**src/core/cop_seq_pkg.sv**
```systemverilog
// Contract
// RULE_01: first cycle fetches pc+8, strobe low
// RULE_02: coprocessor commits before lowering busy
// RULE_03: incapable coprocessor leaves absent, busy high
// RULE_04: not yet able: absent low, busy high
// RULE_05: processor busy-waits while absent low, busy high
// RULE_06: busy-wait: pc+8, idle, strobe low
// RULE_07: commit cycle requests memory; data op fetches pc+12
// RULE_08: transfer commit only when data can be taken
// RULE_09: one word per cycle at sequential rate
// RULE_10: coprocessor counts words, both high marks last
// RULE_11: address computed early, base written back during transfer
// RULE_12: word reads, incrementing, sequential except last
// RULE_13: absent and busy high means undefined trap
// RULE_14: sample handshake at strobe-low cycle end
package cop_seq_pkg;
   localparam int ADDR_W = 32;
   localparam int DATA_W = 32;
   localparam logic [31:0] PC_OFFER_OFS = 32'h0000_0008;
   localparam logic [31:0] PC_NEXT_OFS = 32'h0000_000c;
   localparam logic [31:0] WORD_STEP = 32'h0000_0004;
   // instruction fields seen by both ends
   localparam int XFER_BIT = 20;
   localparam int COUNT_LSB = 0;
   localparam int COUNT_W = 4;
   localparam int COPNUM_LSB = 8;
   localparam int COPNUM_W = 4;
   localparam int FIFO_DEPTH = 16;
   typedef enum logic [2:0] {
      SEQ_IDLE,
      SEQ_OFFER,
      SEQ_WAIT,
      SEQ_XFER,
      SEQ_FETCH
   } seq_state_type;
   typedef enum logic {
      COP_IDLE,
      COP_XFER
   } cop_state_type;
endpackage

```
**src/core/cop_link_if.sv**
```systemverilog
`timescale 1ns/1ns
`default_nettype none
interface cop_link_if;
   logic [31:0] addr;
   logic mem_request_n;
   logic consecutive_access;
   logic instr_fetch_n;
   logic cop_instr_strobe_n;
   logic write_select;
   logic word_select;
   logic [31:0] instr;
   logic [31:0] rdata;
   logic rdata_valid;
   logic cop_absent;
   logic cop_busy;
   modport proc (
      output addr, mem_request_n, consecutive_access, instr_fetch_n,
      output cop_instr_strobe_n, write_select, word_select, instr,
      output rdata, rdata_valid,
      input cop_absent, cop_busy
   );
   modport cop (
      input addr, mem_request_n, consecutive_access, instr_fetch_n,
      input cop_instr_strobe_n, write_select, word_select, instr,
      input rdata, rdata_valid,
      output cop_absent, cop_busy
   );
endinterface
`default_nettype wire

```
**src/core/cop_sequencer.sv**
```systemverilog
`timescale 1ns/1ns
`default_nettype none
module cop_sequencer
   import cop_seq_pkg::*;
(
   input wire logic i_core_clk,              // core clock
   input wire logic i_rst,                   // sync reset, high
   cop_link_if.proc link,                    // coprocessor side
   input wire logic i_start_valid,           // instruction request
   output logic o_start_ready,               // sequencer idle
   input wire logic [31:0] i_instr,          // coprocessor instruction
   input wire logic [31:0] i_pc,             // address of instruction
   input wire logic [31:0] i_base,           // base register value
   input wire logic [31:0] i_offset,         // address offset
   input wire logic [DATA_W-1:0] i_mem_rdata, // memory read data
   output logic o_done,                      // instruction finished pulse
   output logic o_undef,                     // undefined trap pulse
   output logic o_wb_valid,                  // base write-back pulse
   output logic [31:0] o_wb_addr             // written-back base
);
   seq_state_type state_reg;
   seq_state_type state_next;
   logic [31:0] instr_reg;
   logic [31:0] pc_reg;
   logic [31:0] base_reg;
   logic [31:0] offset_reg;
   logic [31:0] xfer_addr_reg;
   logic [31:0] addr_reg;
   logic [31:0] calc_addr;
   logic [DATA_W-1:0] rdata_reg;
   logic rdata_valid_reg;
   logic done_reg;
   logic undef_reg;
   logic wb_valid_reg;
   logic [31:0] wb_addr_reg;
   logic is_xfer;
   logic handshaking;
   logic commit;
   logic refused;
   logic last_xfer;

   assign is_xfer = instr_reg[XFER_BIT];
   assign calc_addr = base_reg + offset_reg;
   assign handshaking = state_reg == SEQ_OFFER || state_reg == SEQ_WAIT;
   // handshake lines judged at the edge ending each strobe-low cycle
   assign commit = handshaking && !link.cop_busy;                  // [RULE_14]
   assign refused = handshaking && link.cop_absent && link.cop_busy;
   assign last_xfer = state_reg == SEQ_XFER
                      && link.cop_absent && link.cop_busy;
   assign o_start_ready = state_reg == SEQ_IDLE;

   always_comb begin
      state_next = state_reg;
      case (state_reg)
         SEQ_IDLE: begin
            if (i_start_valid) begin
               state_next = SEQ_OFFER;
            end
         end
         SEQ_OFFER, SEQ_WAIT: begin
            if (commit) begin
               // data op goes straight to the next fetch [RULE_07]
               state_next = is_xfer ? SEQ_XFER : SEQ_FETCH;
            end else if (refused) begin
               state_next = SEQ_IDLE;  // [RULE_13]
            end else begin
               state_next = SEQ_WAIT;  // [RULE_05]
            end
         end
         SEQ_XFER: begin
            if (last_xfer) begin
               state_next = SEQ_FETCH;  // [RULE_12]
            end
         end
         SEQ_FETCH: state_next = SEQ_IDLE;
         default: state_next = SEQ_IDLE;
      endcase
   end

   always_ff @(posedge i_core_clk) begin
      if (i_rst) begin
         state_reg <= SEQ_IDLE;
      end else begin
         state_reg <= state_next;
      end
   end

   // request captured when accepted
   always_ff @(posedge i_core_clk) begin
      if (i_rst) begin
         instr_reg <= '0;
         pc_reg <= '0;
         base_reg <= '0;
         offset_reg <= '0;
      end else if (state_reg == SEQ_IDLE && i_start_valid) begin
         instr_reg <= i_instr;
         pc_reg <= i_pc;
         base_reg <= i_base;
         offset_reg <= i_offset;
      end
   end

   // transfer address formed in the first cycle only, held through busy-wait cycles
   always_ff @(posedge i_core_clk) begin
      if (i_rst) begin
         xfer_addr_reg <= '0;
      end else if (state_reg == SEQ_OFFER) begin
         xfer_addr_reg <= calc_addr;  // [RULE_11]
      end
   end

   always_ff @(posedge i_core_clk) begin
      if (i_rst) begin
         addr_reg <= '0;
      end else begin
         case (state_reg)
            SEQ_IDLE: begin
               if (i_start_valid) begin
                  addr_reg <= i_pc + PC_OFFER_OFS;  // [RULE_01]
               end
            end
            SEQ_OFFER, SEQ_WAIT: begin
               if (commit && is_xfer) begin
                  addr_reg <= state_reg == SEQ_OFFER ? calc_addr
                                                     : xfer_addr_reg;
               end else if (commit) begin
                  addr_reg <= pc_reg + PC_NEXT_OFS;  // [RULE_07]
               end
               // otherwise the address stays at pc+8 [RULE_06]
            end
            SEQ_XFER: begin
               if (last_xfer) begin
                  addr_reg <= pc_reg + PC_NEXT_OFS;  // [RULE_12]
               end else begin
                  addr_reg <= addr_reg + WORD_STEP;  // [RULE_12]
               end
            end
            default: addr_reg <= addr_reg;
         endcase
      end
   end

   // base write-back follows each transfer cycle
   always_ff @(posedge i_core_clk) begin
      if (i_rst) begin
         wb_valid_reg <= 1'b0;
         wb_addr_reg <= '0;
      end else begin
         wb_valid_reg <= state_reg == SEQ_XFER;  // [RULE_11]
         if (state_reg == SEQ_XFER) begin
            wb_addr_reg <= addr_reg + WORD_STEP;
         end
      end
   end

   // read data passed on to the coprocessor a cycle later
   always_ff @(posedge i_core_clk) begin
      if (i_rst) begin
         rdata_reg <= '0;
         rdata_valid_reg <= 1'b0;
      end else begin
         rdata_valid_reg <= state_reg == SEQ_XFER;  // [RULE_09]
         if (state_reg == SEQ_XFER) begin
            rdata_reg <= i_mem_rdata;
         end
      end
   end

   always_ff @(posedge i_core_clk) begin
      if (i_rst) begin
         done_reg <= 1'b0;
         undef_reg <= 1'b0;
      end else begin
         done_reg <= state_reg == SEQ_FETCH;
         undef_reg <= refused;  // [RULE_13]
      end
   end

   always_comb begin
      link.mem_request_n = 1'b1;
      link.consecutive_access = 1'b0;
      link.instr_fetch_n = 1'b1;
      link.cop_instr_strobe_n = 1'b1;
      link.write_select = 1'b0;
      link.word_select = 1'b1;
      case (state_reg)
         SEQ_OFFER: begin
            link.instr_fetch_n = 1'b0;       // [RULE_01]
            link.cop_instr_strobe_n = 1'b0;
            link.mem_request_n = link.cop_busy;  // [RULE_07]
         end
         SEQ_WAIT: begin
            link.cop_instr_strobe_n = 1'b0;  // [RULE_06]
            link.mem_request_n = link.cop_busy;  // [RULE_07]
         end
         SEQ_XFER: begin
            link.mem_request_n = 1'b0;       // [RULE_12]
            link.consecutive_access = !last_xfer;
         end
         SEQ_FETCH: begin
            link.mem_request_n = 1'b0;
            link.instr_fetch_n = 1'b0;
         end
         default: link.mem_request_n = 1'b1;
      endcase
   end

   assign link.addr = addr_reg;
   assign link.instr = instr_reg;
   assign link.rdata = rdata_reg;
   assign link.rdata_valid = rdata_valid_reg;
   assign o_done = done_reg;
   assign o_undef = undef_reg;
   assign o_wb_valid = wb_valid_reg;
   assign o_wb_addr = wb_addr_reg;
endmodule
`default_nettype wire

```
**src/flat_wrapper.sv**
```systemverilog
// flat-port wrapper written by rule: the top's interface ports become plain ports
module cop_sequencer_flat import cop_seq_pkg::*;
  (i_core_clk, i_rst, i_start_valid, o_start_ready, i_instr, i_pc, i_base, i_offset, i_mem_rdata, o_done, o_undef, o_wb_valid, o_wb_addr, link_addr, link_mem_request_n, link_consecutive_access, link_instr_fetch_n, link_cop_instr_strobe_n, link_write_select, link_word_select, link_instr, link_rdata, link_rdata_valid, link_cop_absent, link_cop_busy);
  cop_link_if link_i ();
  input wire logic i_core_clk;
  input wire logic i_rst;
  input wire logic i_start_valid;
  output logic o_start_ready;
  input wire logic [31:0] i_instr;
  input wire logic [31:0] i_pc;
  input wire logic [31:0] i_base;
  input wire logic [31:0] i_offset;
  input wire logic [DATA_W-1:0] i_mem_rdata;
  output logic o_done;
  output logic o_undef;
  output logic o_wb_valid;
  output logic [31:0] o_wb_addr;
  output wire logic [$bits(link_i.addr)-1:0] link_addr;
  output wire logic [$bits(link_i.mem_request_n)-1:0] link_mem_request_n;
  output wire logic [$bits(link_i.consecutive_access)-1:0] link_consecutive_access;
  output wire logic [$bits(link_i.instr_fetch_n)-1:0] link_instr_fetch_n;
  output wire logic [$bits(link_i.cop_instr_strobe_n)-1:0] link_cop_instr_strobe_n;
  output wire logic [$bits(link_i.write_select)-1:0] link_write_select;
  output wire logic [$bits(link_i.word_select)-1:0] link_word_select;
  output wire logic [$bits(link_i.instr)-1:0] link_instr;
  output wire logic [$bits(link_i.rdata)-1:0] link_rdata;
  output wire logic [$bits(link_i.rdata_valid)-1:0] link_rdata_valid;
  input wire logic [$bits(link_i.cop_absent)-1:0] link_cop_absent;
  input wire logic [$bits(link_i.cop_busy)-1:0] link_cop_busy;
  assign link_addr = link_i.addr;
  assign link_mem_request_n = link_i.mem_request_n;
  assign link_consecutive_access = link_i.consecutive_access;
  assign link_instr_fetch_n = link_i.instr_fetch_n;
  assign link_cop_instr_strobe_n = link_i.cop_instr_strobe_n;
  assign link_write_select = link_i.write_select;
  assign link_word_select = link_i.word_select;
  assign link_instr = link_i.instr;
  assign link_rdata = link_i.rdata;
  assign link_rdata_valid = link_i.rdata_valid;
  assign link_i.cop_absent = link_cop_absent;
  assign link_i.cop_busy = link_cop_busy;
  cop_sequencer u_core (.i_core_clk(i_core_clk), .i_rst(i_rst), .link(link_i), .i_start_valid(i_start_valid), .o_start_ready(o_start_ready), .i_instr(i_instr), .i_pc(i_pc), .i_base(i_base), .i_offset(i_offset), .i_mem_rdata(i_mem_rdata), .o_done(o_done), .o_undef(o_undef), .o_wb_valid(o_wb_valid), .o_wb_addr(o_wb_addr));
endmodule
```
**config.mk**
```make
export PLATFORM = sky130hd
export DESIGN_NAME = cop_sequencer_flat
export DESIGN_NICKNAME = d
export VERILOG_FILES = /design/src/core/cop_seq_pkg.sv /design/src/core/cop_link_if.sv /design/src/core/cop_sequencer.sv /design/src/flat_wrapper.sv
export SDC_FILE = /design/constraint.sdc
export NUM_CORES = 1
export LEC_CHECK = 0
export BUFFER_PORTS_ARGS = -buffer_cell sky130_fd_sc_hd__buf_2
export CAP_MARGIN = 20
export CORE_MARGIN = 5
export CORE_UTILIZATION = 45
export DETAILED_ROUTE_END_ITERATION = 12
export HOLD_SLACK_MARGIN = 0.08
export MAX_ROUTING_LAYER = met4
export PLACE_DENSITY_LB_ADDON = 0.25
export SYNTH_ARGS = -nofsm -noshare
export SYNTH_HDL_FRONTEND = slang
export SYNTH_SLANG_ARGS = --single-unit
```
**constraint.sdc**
```tcl
create_clock -name i_core_clk -period 2.3 [get_ports i_core_clk]
set_input_delay 0.23 -clock i_core_clk [delete_from_list [all_inputs] [get_ports i_core_clk]]
set_output_delay 0.23 -clock i_core_clk [all_outputs]
set_load 0.01 [all_outputs]
```
==> results.ini, run 1 <==
[layout]
post-route-util_pct=69.2
layout-drive-gt1-share_pct=30.9
fin_cells=2722
nNetsFinal=2517
num-fill-cells=2290
area_growth_pct=51.5

[synthesis]
synth_cell_type_count=77
synth-seq-cells=262
ys.flop_type=dfxtp_1
netlist.top_cell.by_area=dfxtp_1
synth-edff-count=0
synth-seq-area-share_pct=39.9
async_flop_share_pct=0
syn_area_mm2=0.0131
ys.warnings.count=0
synth.most_common_cell=nand2_1
syn_inst=1705
syn_nets=1905
syn_avg_cell_area_um2=7.71
synth_commonest_cells=419 x nand2_1, 262 x dfxtp_1, 241 x a21oi_1, 121 x nor2_1, 95 x clkbuf_1
synth_top_area_share_pct=39.9
synth_area_leaders=dfxtp_1 40%, nand2_1 12%, a21oi_1 9.2%

[clock_network]
h-tree-depth=1
clkSinkCount=262
numCtsBuffers=29
cts_root_buffer=clkbuf_16
path_clk_slew_ps=60
max-clock-path-buffers=3
cts_tree=built
clk_latency_ps=560

[worst_hold_path]
holdPathEnd=u_core.state_reg[0]
hp-start=i_start_valid
holdPathStages=5
hp-class=primary input to flip-flop

[placed_design]
placed_cells=2488
numPortBuffers=301
hpwl_um=32700
gp_congestion=0.963

[critical_path]
r2r-end=u_core.link.addr[14]
arrival_ps=2980
cp_max_fo=5
start_kind=flip-flop
cp_data_required_time_ps=2780
crit_chain=buf_6 > fa_2 > a21o_1 > nand4_1 > a21oi_4 > o21ai_4 > buf_4 > a21boi_1 > o31ai_2 > nand2_1 > a211oi_2
crit_path_max_incr_delay_ps=370
crit_path_end_kind=flip-flop
cp.depth=11
cp_num_buf_inv=2
r2r_start=u_core.offset_reg[1]
cp_slowest_cell=fa_2
critPathTopFamily=compound AO/OA/AOI/OAI gates
crit_type=flip-flop to flip-flop
r2r_slack_ps=-200
worstRegToRegCells=11

[timing]
worst_slack_ps=-200
fin_crit_sh_pct=109
finalSetupViolCount=34
skew_ps=17.9
worst_slew_pin_slew_ps=708
layout_min_cycle_time_ps=2500
slew_headroom_pct=52.8
holdWs_ps=91.9
fmax_ghz=0.400
fin_tns_setup_ps=-3600
drv_slew=0
rsz0062_at_grt=true
hold_viol_final=0

[global_route]
antenna_found_initial=1
overflow=0
grt_pass1_wl_um=76700
grt_pass1_vias=14500
grt_max_degree=99
track_usage_pct=28.9

[floorplanning]
die_x_um=181
initial_core_util_pct=45.7
coreArea_mm2=0.0288
rows=62
io_pins=304
die_height_um=181
dieArea_mm2=0.0327

[route]
drt_wl_total_um=48900
via_count=14900
routed_via_density=5.49
wl_per_cell_um=18.0
postRouteAntennaNets=0
drt_iter0_drc=1218
first_pass_iters=5
drc=0

[status]
outcome=finished, violations left
violations=negative setup slack

[job]
maxCapViolations=0

[power]
power_density_mw_per_mm2=620
leakage_nw=8.38
ir_worst_vdd_mv=0.515
p_total_w=0.0123

[how the worst max path moves through the flow]
| stage | to | slack, ps | from |
|---|---|---|---|
| 5_1_grt | u_core.link.addr[14] | -290 | u_core.offset_reg[1] |
| 3_5_place_dp | u_core.link.addr[22] | -280 | u_core.offset_reg[0] |
| 2_1_floorplan | u_core.link.addr[30] | 2 | u_core.offset_reg[0] |
| 3_3_place_gp | u_core.link.addr[29] | -240 | u_core.offset_reg[12] |
| 4_1_cts | u_core.link.addr[10] | -180 | u_core.base_reg[0] |
| 6_report | u_core.link.addr[14] | -200 | u_core.offset_reg[1] |
[metrics by stage]
step / setup slack, ps / cell area [µm²]
floorplan: 1.96 / 13300
global placement: -243 / 16500
detailed placement: -284 / 16500
CTS: -177 / 19400
global route: -294 / 19900
finish: -200 / 19900
[logic make-up after synthesis]
group,synth area share [%]
and+or+nand+nor,24.0
AOI/OAI and AO/OA,20.9
DFF,39.9
buffers and inverters,4.38
xor gates and xnor gates,6.67
adders and majority gates,3.47
muxes,0.619
other,0.0572
[cell type report]
type,count,area (µm²),share of cell area (%)
Multi-Input combinational cell,1310,8160,41.0
Sequential cell,262,5260,26.4
Timing Repair Buffer,693,5030,25.3
Clock buffer,46,870,4.37
Tap cell,384,480,2.41
Inverter,21,78.8,0.396
Clock inverter,4,26.3,0.132
Antenna cell,2,5.00,0.0251
[worst register-to-register path, cell delays in order, from the launching register on]
cell,delay (ps)
dfxtp_4,350
buf_6,120
fa_2,370
a21o_1,210
nand4_1,150
a21oi_4,120
o21ai_4,220
buf_4,150
a21boi_1,80
o31ai_2,290
nand2_1,190
a211oi_2,190
[where the power goes]
part	switching, W	internal (W)	total [W]
registers	0.000201	0.00482	0.00502
logic	0.00162	0.00132	0.00294
clock network	0.00183	0.00256	0.00439
[repair_timing]
item / 4_1_cts / 5_1_grt
resized for setup: 76 / 91
pin swaps: 62 / 62
setup buffers: 13 / 12
hold endpoints to repair: 173 / 0
endpoints found under the setup margin: 42 / 53
hold buffers: 165 / 0
[cell usage in the layout, fill, tap and decap left out, drive strengths merged, types with 10 or more instances in the layout]
cell,instances
a21oi,242
o31ai,11
ha,34
xor2,55
nor4,10
nand3,50
nor3,20
xnor2,45
buf,528
nand4,24
inv,21
nor2,122
dfxtp,262
dlygate4sd3,165
and4,10
and2,14
o221ai,30
a21o,13
clkbuf,46
a221oi,11
nand2,420
o21ai,29
and3,18
a211oi,44
[metal layers]
metal	up-vias	GRT usage, %	share of wire (%)
met5	-	-	0
met4	0	8.71	3.6
met3	139	4.04	6.8
met2	622	46.9	47
met1	7002	37.6	42
li1	7174	-	-
Power figures use the tool's default switching activity.
==> run 2: changes to the inputs <==
CORE_UTILIZATION = 35   (was 45)
==> run 2 against run 1 <==
Compared with the run above: the run still ends with negative setup slack left; sequential cell count unchanged; non-clock buffer count up 37; die area is 27% higher; wire length up 1.5%; setup slack got worse by 4.5 ps; first-iteration DRC count decreased by 25%; via count decreased by 2.6%; register-to-register slack is essentially flat; maximum frequency shrank 0.18%; final area grew 4.2%; clock power increased by 21%; utilization fell by 14 points; largest cell class unchanged; largest power group is now clock; highest routed layer unchanged.
==> results.ini, run 2 (synthesis gave the netlist of run 1 again) <==
[status]
outcome=finished, violations left
violations=negative setup slack

[clock_network]
cts_root_buffer=clkbuf_16
path_clk_slew_ps=60
clk_latency_ps=570
h-tree-depth=1
max-clock-path-buffers=3
clkSinkCount=262
cts_tree=built
numCtsBuffers=31

[timing]
fin_crit_sh_pct=109
holdWs_ps=106
worst_slew_pin_slew_ps=773
skew_ps=14.2
rsz0062_at_grt=true
layout_min_cycle_time_ps=2500
slew_headroom_pct=47.1
worst_slack_ps=-205
hold_viol_final=0
finalSetupViolCount=28
fmax_ghz=0.399
drv_slew=0

[global_route]
antenna_found_initial=0
track_usage_pct=23.2
grt_pass1_wl_um=76500
overflow=0
grt_pass1_vias=14000
grt_max_degree=76

[layout]
final_common_cell=nand2_1
layout-drive-gt1-share_pct=33.3
antennaDiodeCount=0
multi_input_area_mm2=0.00834
area_growth_pct=57.9
fin_cells=2891
seqCellArea_mm2=0.00527
postLayoutCellArea_mm2=0.0207
nNetsFinal=2556
layout_common_cells=416 x nand2_1, 300 x buf_2, 247 x dfxtp_1
num-fill-cells=3458

[route]
via_count=14600
routed_via_density=5.03
drc=0
first_pass_iters=5
wl_per_cell_um=17.2
drt_wl_total_um=49600
drt_iter0_drc=911
postRouteAntennaNets=0

[power]
leakage_nw=8.67
power_density_mw_per_mm2=647
ir_worst_vdd_mv=0.582
p_total_w=0.0134

[critical_path]
crit_path_end_kind=flip-flop
arrival_ps=2950
start_kind=flip-flop
cp_max_fo=5
cp_data_required_time_ps=2750
r2r_start=u_core.base_reg[4]
timing.critical_path.from=u_core.base_reg[4]
crit_type=flip-flop to flip-flop

[placed_design]
gp_congestion=0.931
hpwl_um=36000
placed_cells=2642
numPortBuffers=301
dpl_cell_area_mm2=0.0168

[floorplanning]
dieArea_mm2=0.0415
die_x_um=204
initial_core_util_pct=35.1
rows=71
io_pins=304
die_height_um=204
coreArea_mm2=0.0374

[worst_hold_path]
hp-start=i_pc[4]
hp-class=primary input to flip-flop

[job]
maxCapViolations=0

[run 2: worst paths after layout]
check | endpoint | slack, ps | depth (start not counted)
min reg2reg | u_core.xfer_addr_reg[12] | 450 | 2
max reg2reg | u_core.link.addr[21] | -200 | 12
min | u_core.pc_reg[4] | 110 | 4
max | u_core.link.addr[21] | -200 | 12
[run 2: what timing repair did]
| item | CTS | global route |
|---|---|---|
| hold endpoints to repair | 172 | 0 |
| setup buffers | 10 | 20 |
| endpoints found under the setup margin | 44 | 49 |
| resized for setup | 91 | 102 |
| hold buffers | 164 | 0 |
| pin swaps | 64 | 66 |
[run 2: where the power goes]
| part | switching, W | internal, W |
|---|---|---|
| clock network | 0.00202 | 0.00328 |
| registers | 0.000202 | 0.00483 |
| logic | 0.00166 | 0.00143 |
[run 2: area by class of cell]
class / instances / share of cell area [%]
Tap cell: 511 / 3.08
Clock buffer: 43 / 4.34
Multi-Input combinational cell: 1310 / 40.2
Clock inverter: 14 / 0.983
Sequential cell: 262 / 25.4
Inverter: 21 / 0.386
Timing Repair Buffer: 730 / 25.6
[run 2: critical path, cell delays in order (launching register included)]
cell	delay [ps]
dfxtp_2	340
ha_4	240
a21o_1	190
a31oi_4	180
a211oi_2	90
buf_4	170
buf_6	120
nor4_4	290
buf_4	160
nor4_2	40
or4_4	430
nand3_2	100
a21oi_2	50
[run 2: stage by stage]
step / setup TNS (ps) / util, % / setup WS, ps
after floorplan: 0 / - / 1.96
after global placement: -4320 / 45.0 / -261
after detailed placement: -5980 / 45.0 / -306
after CTS: -2790 / 53.7 / -196
after global routing: -6330 / 55.5 / -309
final: -2170 / 55.5 / -205
[run 2: routing by layer]
| metal | share of wire [%] | vias up | global-route usage [%] | wire length [µm] |
|---|---|---|---|---|
| li1 | - | 7254 | - | - |
| met1 | 45 | 6807 | 31.9 | 22500 |
| met2 | 47 | 424 | 36.6 | 23100 |
| met3 | 5.5 | 69 | 2.94 | 2740 |
| met4 | 2.5 | 0 | 5.76 | 1260 |
| met5 | 0 | - | - | 0 |
